File: config.mk
export PLATFORM = sky130hd
export DESIGN_NAME = adcc_top
export DESIGN_NICKNAME = d
export VERILOG_FILES = /design/src/adcc_pkg.sv /design/src/adcc_sync.sv /design/src/adcc_top.sv
export SDC_FILE = /design/constraint.sdc
export NUM_CORES = 1
export LEC_CHECK = 0
export ABC_AREA = 1
export BUFFER_PORTS_ARGS = -buffer_cell sky130_fd_sc_hd__buf_2
export CORE_MARGIN = 2
export CORE_UTILIZATION = 48
export CTS_BUF_LIST = sky130_fd_sc_hd__clkbuf_8
export CTS_CLUSTER_SIZE = 8
export DETAILED_ROUTE_END_ITERATION = 16
export GPL_TIMING_DRIVEN = 0
export PLACE_DENSITY = 0.78
export SLEW_MARGIN = 25
export SYNTH_ARGS = -nofsm -noshare
export SYNTH_HDL_FRONTEND = slang
export SYNTH_HIERARCHICAL = 1
export SYNTH_SLANG_ARGS = --single-unit
File: constraint.sdc
create_clock -name ref_clk_i -period 1.5 [get_ports ref_clk_i]
set_input_delay 0.225 -clock ref_clk_i [delete_from_list [all_inputs] [get_ports ref_clk_i]]
set_output_delay 0.225 -clock ref_clk_i [all_outputs]
set_load 0.03 [all_outputs]
File: src/adcc_pkg.sv
// Shared constants and carrier types for the converter control block.
// Assumes a 32-bit classic Wishbone bus and an analog core outside.
package adcc_pkg;

  // Register indices; byte address is four times the index
  localparam logic [9:0] IDX_RESULT_HIGH = 10'h01E;
  localparam logic [9:0] IDX_CTRL_FIRST = 10'h01F;
  localparam logic [9:0] IDX_RESULT_LOW = 10'h09E;
  localparam logic [9:0] IDX_CONFIG = 10'h09F;
  localparam logic [9:0] IDX_IRQ_STATUS = 10'h0A0;
  localparam logic [9:0] IDX_IRQ_MASK = 10'h0A1;

  // Reset values
  localparam logic [7:0] CTRL_RST = 8'h00;
  localparam logic [7:0] CONFIG_RST = 8'h00;
  localparam logic [7:0] RESULT_RST = 8'h00;
  localparam logic [7:0] IRQ_RST = 8'h00;

  // Field positions and masks
  localparam int IRQ_CONV_BIT = 0;
  localparam logic [7:0] CTRL_WR_MASK = 8'hFD;
  localparam logic [7:0] CONFIG_WR_MASK = 8'hCF;
  localparam logic [7:0] IRQ_WR_MASK = 8'h01;
  localparam int RESULT_PAD = 6;

  // Conversion clock
  localparam logic [1:0] CLK_SEL_RC = 2'h3;
  localparam logic [6:0] DIV_2 = 7'h02;
  localparam logic [6:0] DIV_4 = 7'h04;
  localparam logic [6:0] DIV_8 = 7'h08;
  localparam logic [6:0] DIV_16 = 7'h10;
  localparam logic [6:0] DIV_32 = 7'h20;
  localparam logic [6:0] DIV_64 = 7'h40;
  localparam logic [3:0] TAD_PER_CONV = 4'hC;

  // Software-visible fields of the first control register
  typedef struct packed {
    logic [1:0] conv_clk_sel_lo;
    logic [2:0] channel;
    logic start;
    logic rsvd;
    logic converter_power_on;
  } adcc_ctrl_t;

  // Fields of converter_config_reg
  typedef struct packed {
    logic result_format_sel;
    logic conv_clk_sel_hi;
    logic [1:0] rsvd;
    logic [3:0] port_config_field;
  } adcc_cfg_t;

  // Pin routing toward the port logic and reference muxes
  typedef struct packed {
    logic [7:0] analog_en;
    logic [7:0] digital_en;
    logic vref_pos_pin3;
    logic vref_neg_pin2;
  } adcc_pins_t;

  typedef enum logic [1:0] {
    ST_IDLE = 2'b00,
    ST_CONV = 2'b01,
    ST_WAIT = 2'b10
  } adcc_state_t;

endpackage : adcc_pkg

File: src/adcc_sync.sv
// Three-stage synchroniser with agreement filter for asynchronous inputs.
// Assumes inputs change slowly compared with the sampling clock.
module adcc_sync #(
  parameter int WIDTH = 1
) (
  input wire logic ref_clk_i,
  input wire logic nrst_i,
  input wire logic [WIDTH-1:0] async_i,
  output logic [WIDTH-1:0] level_o
);

  logic [WIDTH-1:0] s1_ff;
  logic [WIDTH-1:0] s2_ff;
  logic [WIDTH-1:0] s3_ff;
  logic [WIDTH-1:0] lvl_ff;

  // Stage one is read only by stage two
  always_ff @(posedge ref_clk_i or negedge nrst_i) begin
    if (!nrst_i) begin
      s1_ff <= '0;
      s2_ff <= '0;
      s3_ff <= '0;
    end else begin
      s1_ff <= async_i;
      s2_ff <= s1_ff;
      s3_ff <= s2_ff;
    end
  end

  // Accept a new level only when stages two and three agree
  always_ff @(posedge ref_clk_i or negedge nrst_i) begin
    if (!nrst_i) begin
      lvl_ff <= '0;
    end else begin
      for (int i = 0; i < WIDTH; i++) begin
        if (s2_ff[i] == s3_ff[i]) begin
          lvl_ff[i] <= s3_ff[i];
        end
      end
    end
  end

  assign level_o = lvl_ff;

endmodule : adcc_sync

File: src/adcc_top.sv
// Converter control: config register, clock select, pin routing,
// conversion sequencing and result capture behind a Wishbone slave.
// Assumes an analog core that holds done and result until start drops.
//
// What this block and its software do
// Right justify result when format bit set
// Left justify result when format bit clear
// Conversion clock from three select bits
// Config bits 5 and 4 read zero
// Decode port field into eight pin modes
// Pick reference sources from port field
// Digital pins to I/O, analog to converter
// Reset forces shared pins to analog
// Completion loads result, clears start, flags
// Software waits acquisition before starting
// Software sets analog pins as inputs
// Software configures before powering and starting
// Software clears flag before enabling interrupt
// Software polls start flag or awaits interrupt
// Hold capacitor never discharged between conversions
// Start flag begins conversion when powered
// Conversion spans at least twelve periods
// Clearing start aborts, result unchanged
// Synchronise RC-domain completion before use
module adcc_top
  import adcc_pkg::*;
#(
  parameter int ADDR_W = 12
) (
  input wire logic ref_clk_i,
  input wire logic nrst_i,
  input wire logic wb_cyc_i,
  input wire logic wb_stb_i,
  input wire logic wb_we_i,
  input wire logic [ADDR_W-1:0] wb_adr_i,
  input wire logic [3:0] wb_sel_i,
  input wire logic [31:0] wb_dat_i,
  output logic [31:0] wb_dat_o,
  output logic wb_ack_o,
  output logic irq_o,
  input wire logic rc_clk_i,
  input wire logic core_done_i,
  input wire logic [9:0] core_result_i,
  output logic core_start_o,
  output logic core_tad_o,
  output logic [2:0] core_channel_o,
  output logic core_power_o,
  output logic core_sample_o,
  output adcc_pins_t pin_route_o
);

  // Analog-pin mask for each port configuration code
  function automatic logic [7:0] analog_mask(input logic [3:0] code);
    logic [7:0] m;
    case (code)
      4'h0, 4'h1, 4'h8: m = 8'hFF;
      4'h2, 4'h3, 4'hC: m = 8'h1F;
      4'h4, 4'h5: m = 8'h0B;
      4'h6, 4'h7: m = 8'h00;
      4'h9, 4'hA, 4'hB: m = 8'h3F;
      4'hD: m = 8'h0F;
      4'hE: m = 8'h01;
      4'hF: m = 8'h0D;
      default: m = 8'hFF;
    endcase
    return m;
  endfunction : analog_mask
  // Positive reference comes from pin 3 for these codes
  function automatic logic vref_pos_ext(input logic [3:0] code);
    logic r;
    case (code)
      4'h1, 4'h3, 4'h5, 4'h8, 4'hA, 4'hB, 4'hC, 4'hD, 4'hF: r = 1'b1;
      default: r = 1'b0;
    endcase
    return r;
  endfunction : vref_pos_ext
  // Negative reference comes from pin 2 for these codes
  function automatic logic vref_neg_ext(input logic [3:0] code);
    logic r;
    case (code)
      4'h8, 4'hB, 4'hC, 4'hD, 4'hF: r = 1'b1;
      default: r = 1'b0;
    endcase
    return r;
  endfunction : vref_neg_ext
  // System clock divisor for one conversion period
  function automatic logic [6:0] tad_divisor(input logic hi, input logic [1:0] lo);
    logic [6:0] d;
    case ({hi, lo})
      3'h0: d = DIV_2;
      3'h1: d = DIV_8;
      3'h2: d = DIV_32;
      3'h4: d = DIV_4;
      3'h5: d = DIV_16;
      3'h6: d = DIV_64;
      default: d = DIV_2;
    endcase
    return d;
  endfunction : tad_divisor

  adcc_ctrl_t ctrl_ff;
  adcc_cfg_t cfg_ff;
  logic [7:0] res_hi_ff;
  logic [7:0] res_lo_ff;
  logic [7:0] irq_stat_ff;
  logic [7:0] irq_mask_ff;
  logic ack_ff;
  logic [31:0] dat_ff;
  adcc_state_t state_ff;
  adcc_state_t nxt_state;
  logic [6:0] div_cnt_ff;
  logic [3:0] tad_cnt_ff;
  logic rc_prev_ff;
  logic done_prev_ff;
  logic done_seen_ff;
  logic tad_tick;
  logic rc_lvl;
  logic done_lvl;
  logic done_rise;
  logic complete;
  logic abort;
  logic req;
  logic wr_stb;
  logic [9:0] idx;
  logic [7:0] wr_byte;
  logic [7:0] rd_byte;
  logic [15:0] justified;
  logic [6:0] div_sel;
  logic use_rc;

  // Bus decode; a write lands at the edge where ack is sampled
  assign req = wb_cyc_i & wb_stb_i;
  assign idx = wb_adr_i[11:2];
  assign wr_stb = req & wb_we_i & ack_ff & wb_sel_i[0];
  assign wr_byte = wb_dat_i[7:0];

  // Asynchronous RC clock and completion level
  adcc_sync #(.WIDTH(2)) adcc_sync_inst (
    .ref_clk_i(ref_clk_i),
    .nrst_i(nrst_i),
    .async_i({rc_clk_i, core_done_i}),
    .level_o({rc_lvl, done_lvl})
  );

  // Previous filtered levels for edge detection
  always_ff @(posedge ref_clk_i or negedge nrst_i) begin
    if (!nrst_i) begin
      rc_prev_ff <= 1'b0;
      done_prev_ff <= 1'b0;
    end else begin
      rc_prev_ff <= rc_lvl;
      done_prev_ff <= done_lvl;
    end
  end
  assign done_rise = done_lvl & ~done_prev_ff;

  // Conversion period source: divided system clock or RC edges
  assign use_rc = (ctrl_ff.conv_clk_sel_lo == CLK_SEL_RC);
  assign div_sel = tad_divisor(cfg_ff.conv_clk_sel_hi, ctrl_ff.conv_clk_sel_lo);

  // Divider restarts with each conversion so the first period is whole
  always_ff @(posedge ref_clk_i or negedge nrst_i) begin
    if (!nrst_i) begin
      div_cnt_ff <= 7'h00;
    end else if (state_ff != ST_CONV) begin
      div_cnt_ff <= 7'h00;
    end else if (div_cnt_ff == div_sel - 7'h01) begin
      div_cnt_ff <= 7'h00;
    end else begin
      div_cnt_ff <= div_cnt_ff + 7'h01;
    end
  end

  // One tick per conversion period
  assign tad_tick = use_rc ? (rc_lvl & ~rc_prev_ff) :
                    (div_cnt_ff == div_sel - 7'h01);

  // Abort when start is written low or power removed mid-conversion
  assign abort = (state_ff != ST_IDLE) & wr_stb & (idx == IDX_CTRL_FIRST) &
                 (~wr_byte[2] | ~wr_byte[0]);
  assign complete = (state_ff == ST_WAIT) & done_seen_ff & ~abort;

  // Sequencer state
  always_comb begin
    nxt_state = state_ff;
    case (state_ff)
      ST_IDLE: begin
        if (ctrl_ff.start && ctrl_ff.converter_power_on) begin
          nxt_state = ST_CONV;
        end
      end
      ST_CONV: begin
        if (abort) begin
          nxt_state = ST_IDLE;
        end else if (tad_tick && tad_cnt_ff == TAD_PER_CONV - 4'h1) begin
          nxt_state = ST_WAIT;
        end
      end
      ST_WAIT: begin
        if (abort || complete) begin
          nxt_state = ST_IDLE;
        end
      end
      default: nxt_state = ST_IDLE;
    endcase
  end

  always_ff @(posedge ref_clk_i or negedge nrst_i) begin
    if (!nrst_i) begin
      state_ff <= ST_IDLE;
    end else begin
      state_ff <= nxt_state;
    end
  end

  // Count conversion periods; twelve must pass before completion
  always_ff @(posedge ref_clk_i or negedge nrst_i) begin
    if (!nrst_i) begin
      tad_cnt_ff <= 4'h0;
    end else if (state_ff != ST_CONV) begin
      tad_cnt_ff <= 4'h0;
    end else if (tad_tick) begin
      tad_cnt_ff <= tad_cnt_ff + 4'h1;
    end
  end

  // Latch the core's done edge for the running conversion only
  always_ff @(posedge ref_clk_i or negedge nrst_i) begin
    if (!nrst_i) begin
      done_seen_ff <= 1'b0;
    end else if (state_ff == ST_IDLE) begin
      done_seen_ff <= 1'b0;
    end else if (done_rise) begin
      done_seen_ff <= 1'b1;
    end
  end

  // First control register; hardware clears start at completion
  always_ff @(posedge ref_clk_i or negedge nrst_i) begin
    if (!nrst_i) begin
      ctrl_ff <= adcc_ctrl_t'(CTRL_RST);
    end else if (wr_stb && idx == IDX_CTRL_FIRST) begin
      // Start only sticks when power was already on
      ctrl_ff <= adcc_ctrl_t'(wr_byte & CTRL_WR_MASK);
      ctrl_ff.start <= wr_byte[2] & wr_byte[0] & ctrl_ff.converter_power_on;
    end else if (complete) begin
      ctrl_ff.start <= 1'b0;
    end
  end

  // Config register; reset value makes every shared pin analog
  always_ff @(posedge ref_clk_i or negedge nrst_i) begin
    if (!nrst_i) begin
      cfg_ff <= adcc_cfg_t'(CONFIG_RST);
    end else if (wr_stb && idx == IDX_CONFIG) begin
      cfg_ff <= adcc_cfg_t'(wr_byte & CONFIG_WR_MASK);
    end
  end

  // Justify the raw result into the sixteen-bit pair
  assign justified = cfg_ff.result_format_sel ?
                     {{RESULT_PAD{1'b0}}, core_result_i} :
                     {core_result_i, {RESULT_PAD{1'b0}}};

  // Result pair: loaded only on a finished conversion, else general purpose.
  // Core result is held stable until start drops, so no sync is needed.
  always_ff @(posedge ref_clk_i or negedge nrst_i) begin
    if (!nrst_i) begin
      res_hi_ff <= RESULT_RST;
      res_lo_ff <= RESULT_RST;
    end else if (complete) begin
      res_hi_ff <= justified[15:8];
      res_lo_ff <= justified[7:0];
    end else if (wr_stb && idx == IDX_RESULT_HIGH) begin
      res_hi_ff <= wr_byte;
    end else if (wr_stb && idx == IDX_RESULT_LOW) begin
      res_lo_ff <= wr_byte;
    end
  end

  // Sticky status, write one to clear; a same-cycle set wins
  always_ff @(posedge ref_clk_i or negedge nrst_i) begin
    if (!nrst_i) begin
      irq_stat_ff <= IRQ_RST;
    end else begin
      if (wr_stb && idx == IDX_IRQ_STATUS) begin
        irq_stat_ff <= irq_stat_ff & ~(wr_byte & IRQ_WR_MASK);
      end
      if (complete) begin
        irq_stat_ff[IRQ_CONV_BIT] <= 1'b1;
      end
    end
  end

  // Interrupt mask, same layout as status
  always_ff @(posedge ref_clk_i or negedge nrst_i) begin
    if (!nrst_i) begin
      irq_mask_ff <= IRQ_RST;
    end else if (wr_stb && idx == IDX_IRQ_MASK) begin
      irq_mask_ff <= wr_byte & IRQ_WR_MASK;
    end
  end
  assign irq_o = |(irq_stat_ff & irq_mask_ff); // Level while any unmasked bit set

  // Read mux; unmapped addresses read zero
  always_comb begin
    case (idx)
      IDX_CTRL_FIRST: rd_byte = ctrl_ff;
      IDX_CONFIG: rd_byte = cfg_ff & CONFIG_WR_MASK;
      IDX_RESULT_HIGH: rd_byte = res_hi_ff;
      IDX_RESULT_LOW: rd_byte = res_lo_ff;
      IDX_IRQ_STATUS: rd_byte = irq_stat_ff;
      IDX_IRQ_MASK: rd_byte = irq_mask_ff;
      default: rd_byte = 8'h00;
    endcase
  end

  // One wait state: ack the cycle after the request, drop it after
  always_ff @(posedge ref_clk_i or negedge nrst_i) begin
    if (!nrst_i) begin
      ack_ff <= 1'b0;
      dat_ff <= 32'h0000_0000;
    end else begin
      ack_ff <= req & ~ack_ff;
      if (req && !ack_ff) begin
        dat_ff <= {24'h00_0000, rd_byte};
      end
    end
  end
  assign wb_ack_o = ack_ff;
  assign wb_dat_o = dat_ff;

  // Pin routing registered from the config field
  always_ff @(posedge ref_clk_i or negedge nrst_i) begin
    if (!nrst_i) begin
      pin_route_o.analog_en <= 8'hFF;
      pin_route_o.digital_en <= 8'h00;
      pin_route_o.vref_pos_pin3 <= 1'b0;
      pin_route_o.vref_neg_pin2 <= 1'b0;
    end else begin
      pin_route_o.analog_en <= analog_mask(cfg_ff.port_config_field);
      pin_route_o.digital_en <= ~analog_mask(cfg_ff.port_config_field);
      pin_route_o.vref_pos_pin3 <= vref_pos_ext(cfg_ff.port_config_field);
      pin_route_o.vref_neg_pin2 <= vref_neg_ext(cfg_ff.port_config_field);
    end
  end

  // Core controls. The sample switch tracks the channel whenever powered and idle;
  // there is no discharge path, so the held charge carries over.
  // Software must still allow acquisition time before starting.
  always_ff @(posedge ref_clk_i or negedge nrst_i) begin
    if (!nrst_i) begin
      core_start_o <= 1'b0;
      core_tad_o <= 1'b0;
      core_channel_o <= 3'h0;
      core_power_o <= 1'b0;
      core_sample_o <= 1'b0;
    end else begin
      core_start_o <= (nxt_state != ST_IDLE);
      // No period pulse on the edge that aborts, so none outlives start
      core_tad_o <= tad_tick & (state_ff == ST_CONV) & (nxt_state != ST_IDLE);
      core_channel_o <= ctrl_ff.channel;
      core_power_o <= ctrl_ff.converter_power_on;
      core_sample_o <= ctrl_ff.converter_power_on & (nxt_state == ST_IDLE);
    end
  end

endmodule : adcc_top

==> reports/summary.log <==
qor: critical_path.timing.critical_path.required 1.75 ns
qor: min_path.whs_path_depth 3
qor: logic_synthesis.yosys.area.top_type sky130_fd_sc_hd__dfrtp_1
qor: cts.ctsLongestPathBuffers 2
qor: critical_path.timing.critical_path.from ctrl_ff[6]$_DFFE_PN0P_
qor: critical_path.critPathSlowestCell sky130_fd_sc_hd__dfrtp_2
qor: critical_path.startpoint_type register
qor: global_route.gr-total-overflow 0
qor: routing.vias 3526
qor: global_route.grt_use_total 0.199
qor: logic_synthesis.synthArstFlopShare 1.00
qor: sta.setup_violations 11
qor: global_route.via_count_of_the_first_global_routing_pass 3333
qor: placement.detail_placement_hpwl 6840 um
qor: routing.number_of_violations_reported_at_the_end_of_detailed_routing_iteration_0 200
qor: layout.area_growth_syn_to_layout 25.2%
qor: routing.detail_route.first_pass.iterations 4
qor: cts.clk_latency 0.35 ns
qor: floorplan.core_region_area 8260 um2
qor: critical_path.crit_fanout 7
qor: power_and_ir_drop.maximum_vdd_drop 0.561 mV
qor: routing.detail-route-antenna-nets 0
qor: logic_synthesis.postSynthCellCount 476
qor: global_route.maximum_number_of_pins_on_one_net_before_global_route_repair 46
qor: cts.cts.reportedPaths.clkPinSlew 0.09 ns
qor: logic_synthesis.dominantRegCellSynth sky130_fd_sc_hd__dfrtp_1
qor: placement.placement.io_buffers 70
qor: layout.post_route_cells_drive_above_1_share 0.302
qor: routing.routed_wl 9220 um
qor: sta.worst-slew-pin-transition 0.573 ns
qor: layout.fillers 717
qor: global_route.number_of_antenna_violations_at_the_first_check_in_global_routing 0
qor: cts.cts_made_buffers 9
qor: layout.fin_nets 662
qor: sta.fin_ws -0.186 ns
qor: logic_synthesis.synthTopCellsByCount sky130_fd_sc_hd__nand2_1 (103), sky130_fd_sc_hd__dfrtp_1 (80), sky130_fd_sc_hd__inv_1 (58)
qor: floorplan.start_util 0.499
qor: critical_path.crit_type reg2reg
qor: sta.fin_setup_tns -0.970 ns
qor: sta.timing.fmax 0.593 GHz
qor: critical_path.cp.arrival 1.93 ns
qor: floorplan.fp.dieArea 9350 um2
qor: power_and_ir_drop.p_total 5.63 mW
qor: critical_path.critical-path-top-delay-family simple AND/OR/NAND/NOR gates
qor: logic_synthesis.post_synth.cell_area_avg 8.66 um2
qor: critical_path.worst_path_largest_cell_delay 0.48 ns
qor: sta.setup_repair_after_global_routing_missed_its_margin true
qor: cts.cts.sinks 87
qor: placement.place_congestion 0.826
qor: logic_synthesis.yosysMostFrequentCell sky130_fd_sc_hd__nand2_1
qor: layout.num_antenna_cells 0
qor: floorplan.io-pin-count 124
qor: critical_path.r2r_start ctrl_ff[6]$_DFFE_PN0P_
qor: cts.clockRootBuffer sky130_fd_sc_hd__clkbuf_8
qor: critical_path.worstPathBufferInverterCount 2
qor: run_status.violations_in_the_final_reports setup timing
qor: power_and_ir_drop.power-per-cell-area 1090 nW/um2
qor: floorplan.die-height 96.7 um
qor: min_path.startpoint_of_the_worst_hold_path wb_dat_i[4]
qor: sta.hold_violations 0
qor: run_status.result_of_the_run finished, violations left
qor: floorplan.num_rows 33
qor: global_route.grt_pass1_wl 15300 um
qor: logic_synthesis.netlist_area 4120 um2
qor: floorplan.die_x 96.7 um
qor: job.max-cap-violations 0
qor: sta.fin_skew 0.0132 ns
qor: critical_path.worst_r2r_path_depth 14
qor: logic_synthesis.synth_largest_type_area_fraction 0.485
qor: critical_path.setup.worst_path.end_class register
qor: layout.post-route-cell-area 5160 um2
qor: sta.slew-limit-headroom 0.617
qor: placement.placed_cell_area 4720 um2
qor: routing.post_drt_via_cell_ratio 5.00
qor: routing.post-route-drc-count 0
qor: logic_synthesis.ys_seq_area_frac 0.530
qor: logic_synthesis.synth_area_leaders sky130_fd_sc_hd__dfrtp_1 (49%), sky130_fd_sc_hd__nand2_1 (9.4%), sky130_fd_sc_hd__inv_1 (5.3%)
qor: logic_synthesis.yosysUniqueCellTypes 38
qor: critical_path.cp_cell_sequence inv_4, nand2_4, nand2_2, nand2_1, nor2_1, nand2_1, nor2_2, nand3_2, nand2_4, nand2_2, nand2_2, nand2_4, nor2_4, inv_1
qor: min_path.hp_class in2reg
qor: sta.period_needed 1.69 ns
qor: sta.finalCritPeriodShare 1.12
qor: routing.route.detailed.wl_per_inst 13.1 um
qor: logic_synthesis.synth_seq_cells 87
qor: critical_path.cp.depth 14
qor: sta.slew_viol_final 0
qor: power_and_ir_drop.power.static_leakage 2.63 nW
qor: cts.number_of_levels_the_h_tree_was_split_into 3
qor: placement.pre_cts_slack -0.210 ns
qor: cts.tritoncts done
qor: logic_synthesis.number_of_flops_mapped_to_enable_cells_by_yosys 0
qor: logic_synthesis.synth_warnings 6
==> worst min-delay path: stages <==
cell	delay, ns
sky130_fd_sc_hd__buf_2	0.10
sky130_fd_sc_hd__nand2_1	0.05
sky130_fd_sc_hd__nand2_1	0.05
==> stage by stage <==
stage | hold slack [ns] | utilization | instances
2_1_floorplan | -0.0706 | - | 499
6_report | 0.0948 | 0.625 | 705
3_3_place_gp | 0.334 | 0.569 | 674
5_1_grt | 0.109 | 0.625 | 705
4_1_cts | 0.0868 | 0.613 | 702
3_5_place_dp | 0.248 | 0.572 | 675
==> power by group <==
group	switching, mW	leakage [nW]	internal (mW)
registers	0.129	1.09	2.56
logic	0.732	1.43	0.433
clock network	0.805	0.114	0.978
==> metal layers <==
metal,GRT usage,vias up,part of all wire
met5,0,-,0
met2,0.335,116,0.50
met3,0.0441,22,0.058
li1,-,1720,-
met1,0.249,1668,0.42
met4,0.0834,0,0.025
==> layout make-up <==
cell class / count / area [um2] / share of cell area
plain buffers: 33 / 251 / 0.0487
repair buffers: 87 / 500 / 0.0969
flip-flops and latches: 87 / 2190 / 0.424
well taps: 105 / 131 / 0.0254
inverters: 62 / 240 / 0.0465
clock buffers: 10 / 138 / 0.0267
multi-input cells: 315 / 1630 / 0.315
clock inverters: 6 / 85.1 / 0.0165
==> state kept, by name (all words and copies together) (netlist names), 2 cells and up <==
signal,flops
adcc_sync_inst/level_o,2
cfg_ff,6
core_channel_o,3
div_cnt_ff,7
adcc_sync_inst/s2_ff,2
adcc_sync_inst/s1_ff,2
tad_cnt_ff,4
wb_dat_o,8
res_lo_ff,8
adcc_sync_inst/s3_ff,2
state_ff,2
res_hi_ff,8
ctrl_ff,7
pin_route_o,16
==> cells in the final DEF, fill, tap and decap left out, types with 8 or more instances in the layout <==
cell type / Yosys / layout
sky130_fd_sc_hd__inv_1: 58 / 56
sky130_fd_sc_hd__nand3_1: 33 / 31
sky130_fd_sc_hd__nand2_1: 103 / 99
sky130_fd_sc_hd__dfrtp_1: 80 / 77
sky130_fd_sc_hd__o21ai_0: 34 / 30
sky130_fd_sc_hd__nor2_1: 48 / 43
sky130_fd_sc_hd__clkbuf_8: 0 / 10
sky130_fd_sc_hd__conb_1: 1 / 24
sky130_fd_sc_hd__a31oi_1: 14 / 14
sky130_fd_sc_hd__buf_2: 0 / 69
sky130_fd_sc_hd__buf_4: 26 / 40
sky130_fd_sc_hd__a21oi_1: 8 / 8
==> timing repair <==
action,4_1_cts,5_1_grt
setup endpoints to repair,23,45
gates resized for setup,14,22
hold buffers,3,0
hold endpoints to repair,38,0
pin swaps,4,7
setup buffers,8,5
==> final timing paths <==
| kind | slack (ns) | endpoint |
|---|---|---|
| max in group asynchronous | 0.42 | pin_route_o[12]$_DFF_PN1_ |
| hold reg to reg | 0.36 | adcc_sync_inst/s2_ff[1]$_DFF_PN0_ |
| setup reg to reg | -0.19 | core_start_o$_DFF_PN0_ |
| hold / removal | 0.09 | ctrl_ff[4]$_DFFE_PN0P_ |
| min in group asynchronous | 0.40 | adcc_sync_inst/s3_ff[1]$_DFF_PN0_ |
| setup / recovery | -0.19 | core_start_o$_DFF_PN0_ |
==> logic make-up (layout without fill, tap and decap cells) <==
family / Yosys count / in the layout / share of synthesized area
AO/OA/AOI/OAI: 69 / 69 / 0.101
adder cells (fa/ha/maj): 2 / 2 / 0.00607
buffers and inverters: 97 / 198 / 0.119
XOR/XNOR: 4 / 4 / 0.00850
flip-flops: 87 / 87 / 0.530
AND/OR/NAND/NOR: 216 / 216 / 0.235
other: 1 / 24 / 0.000909
Note: power is estimated with default switching activity, not from simulation.
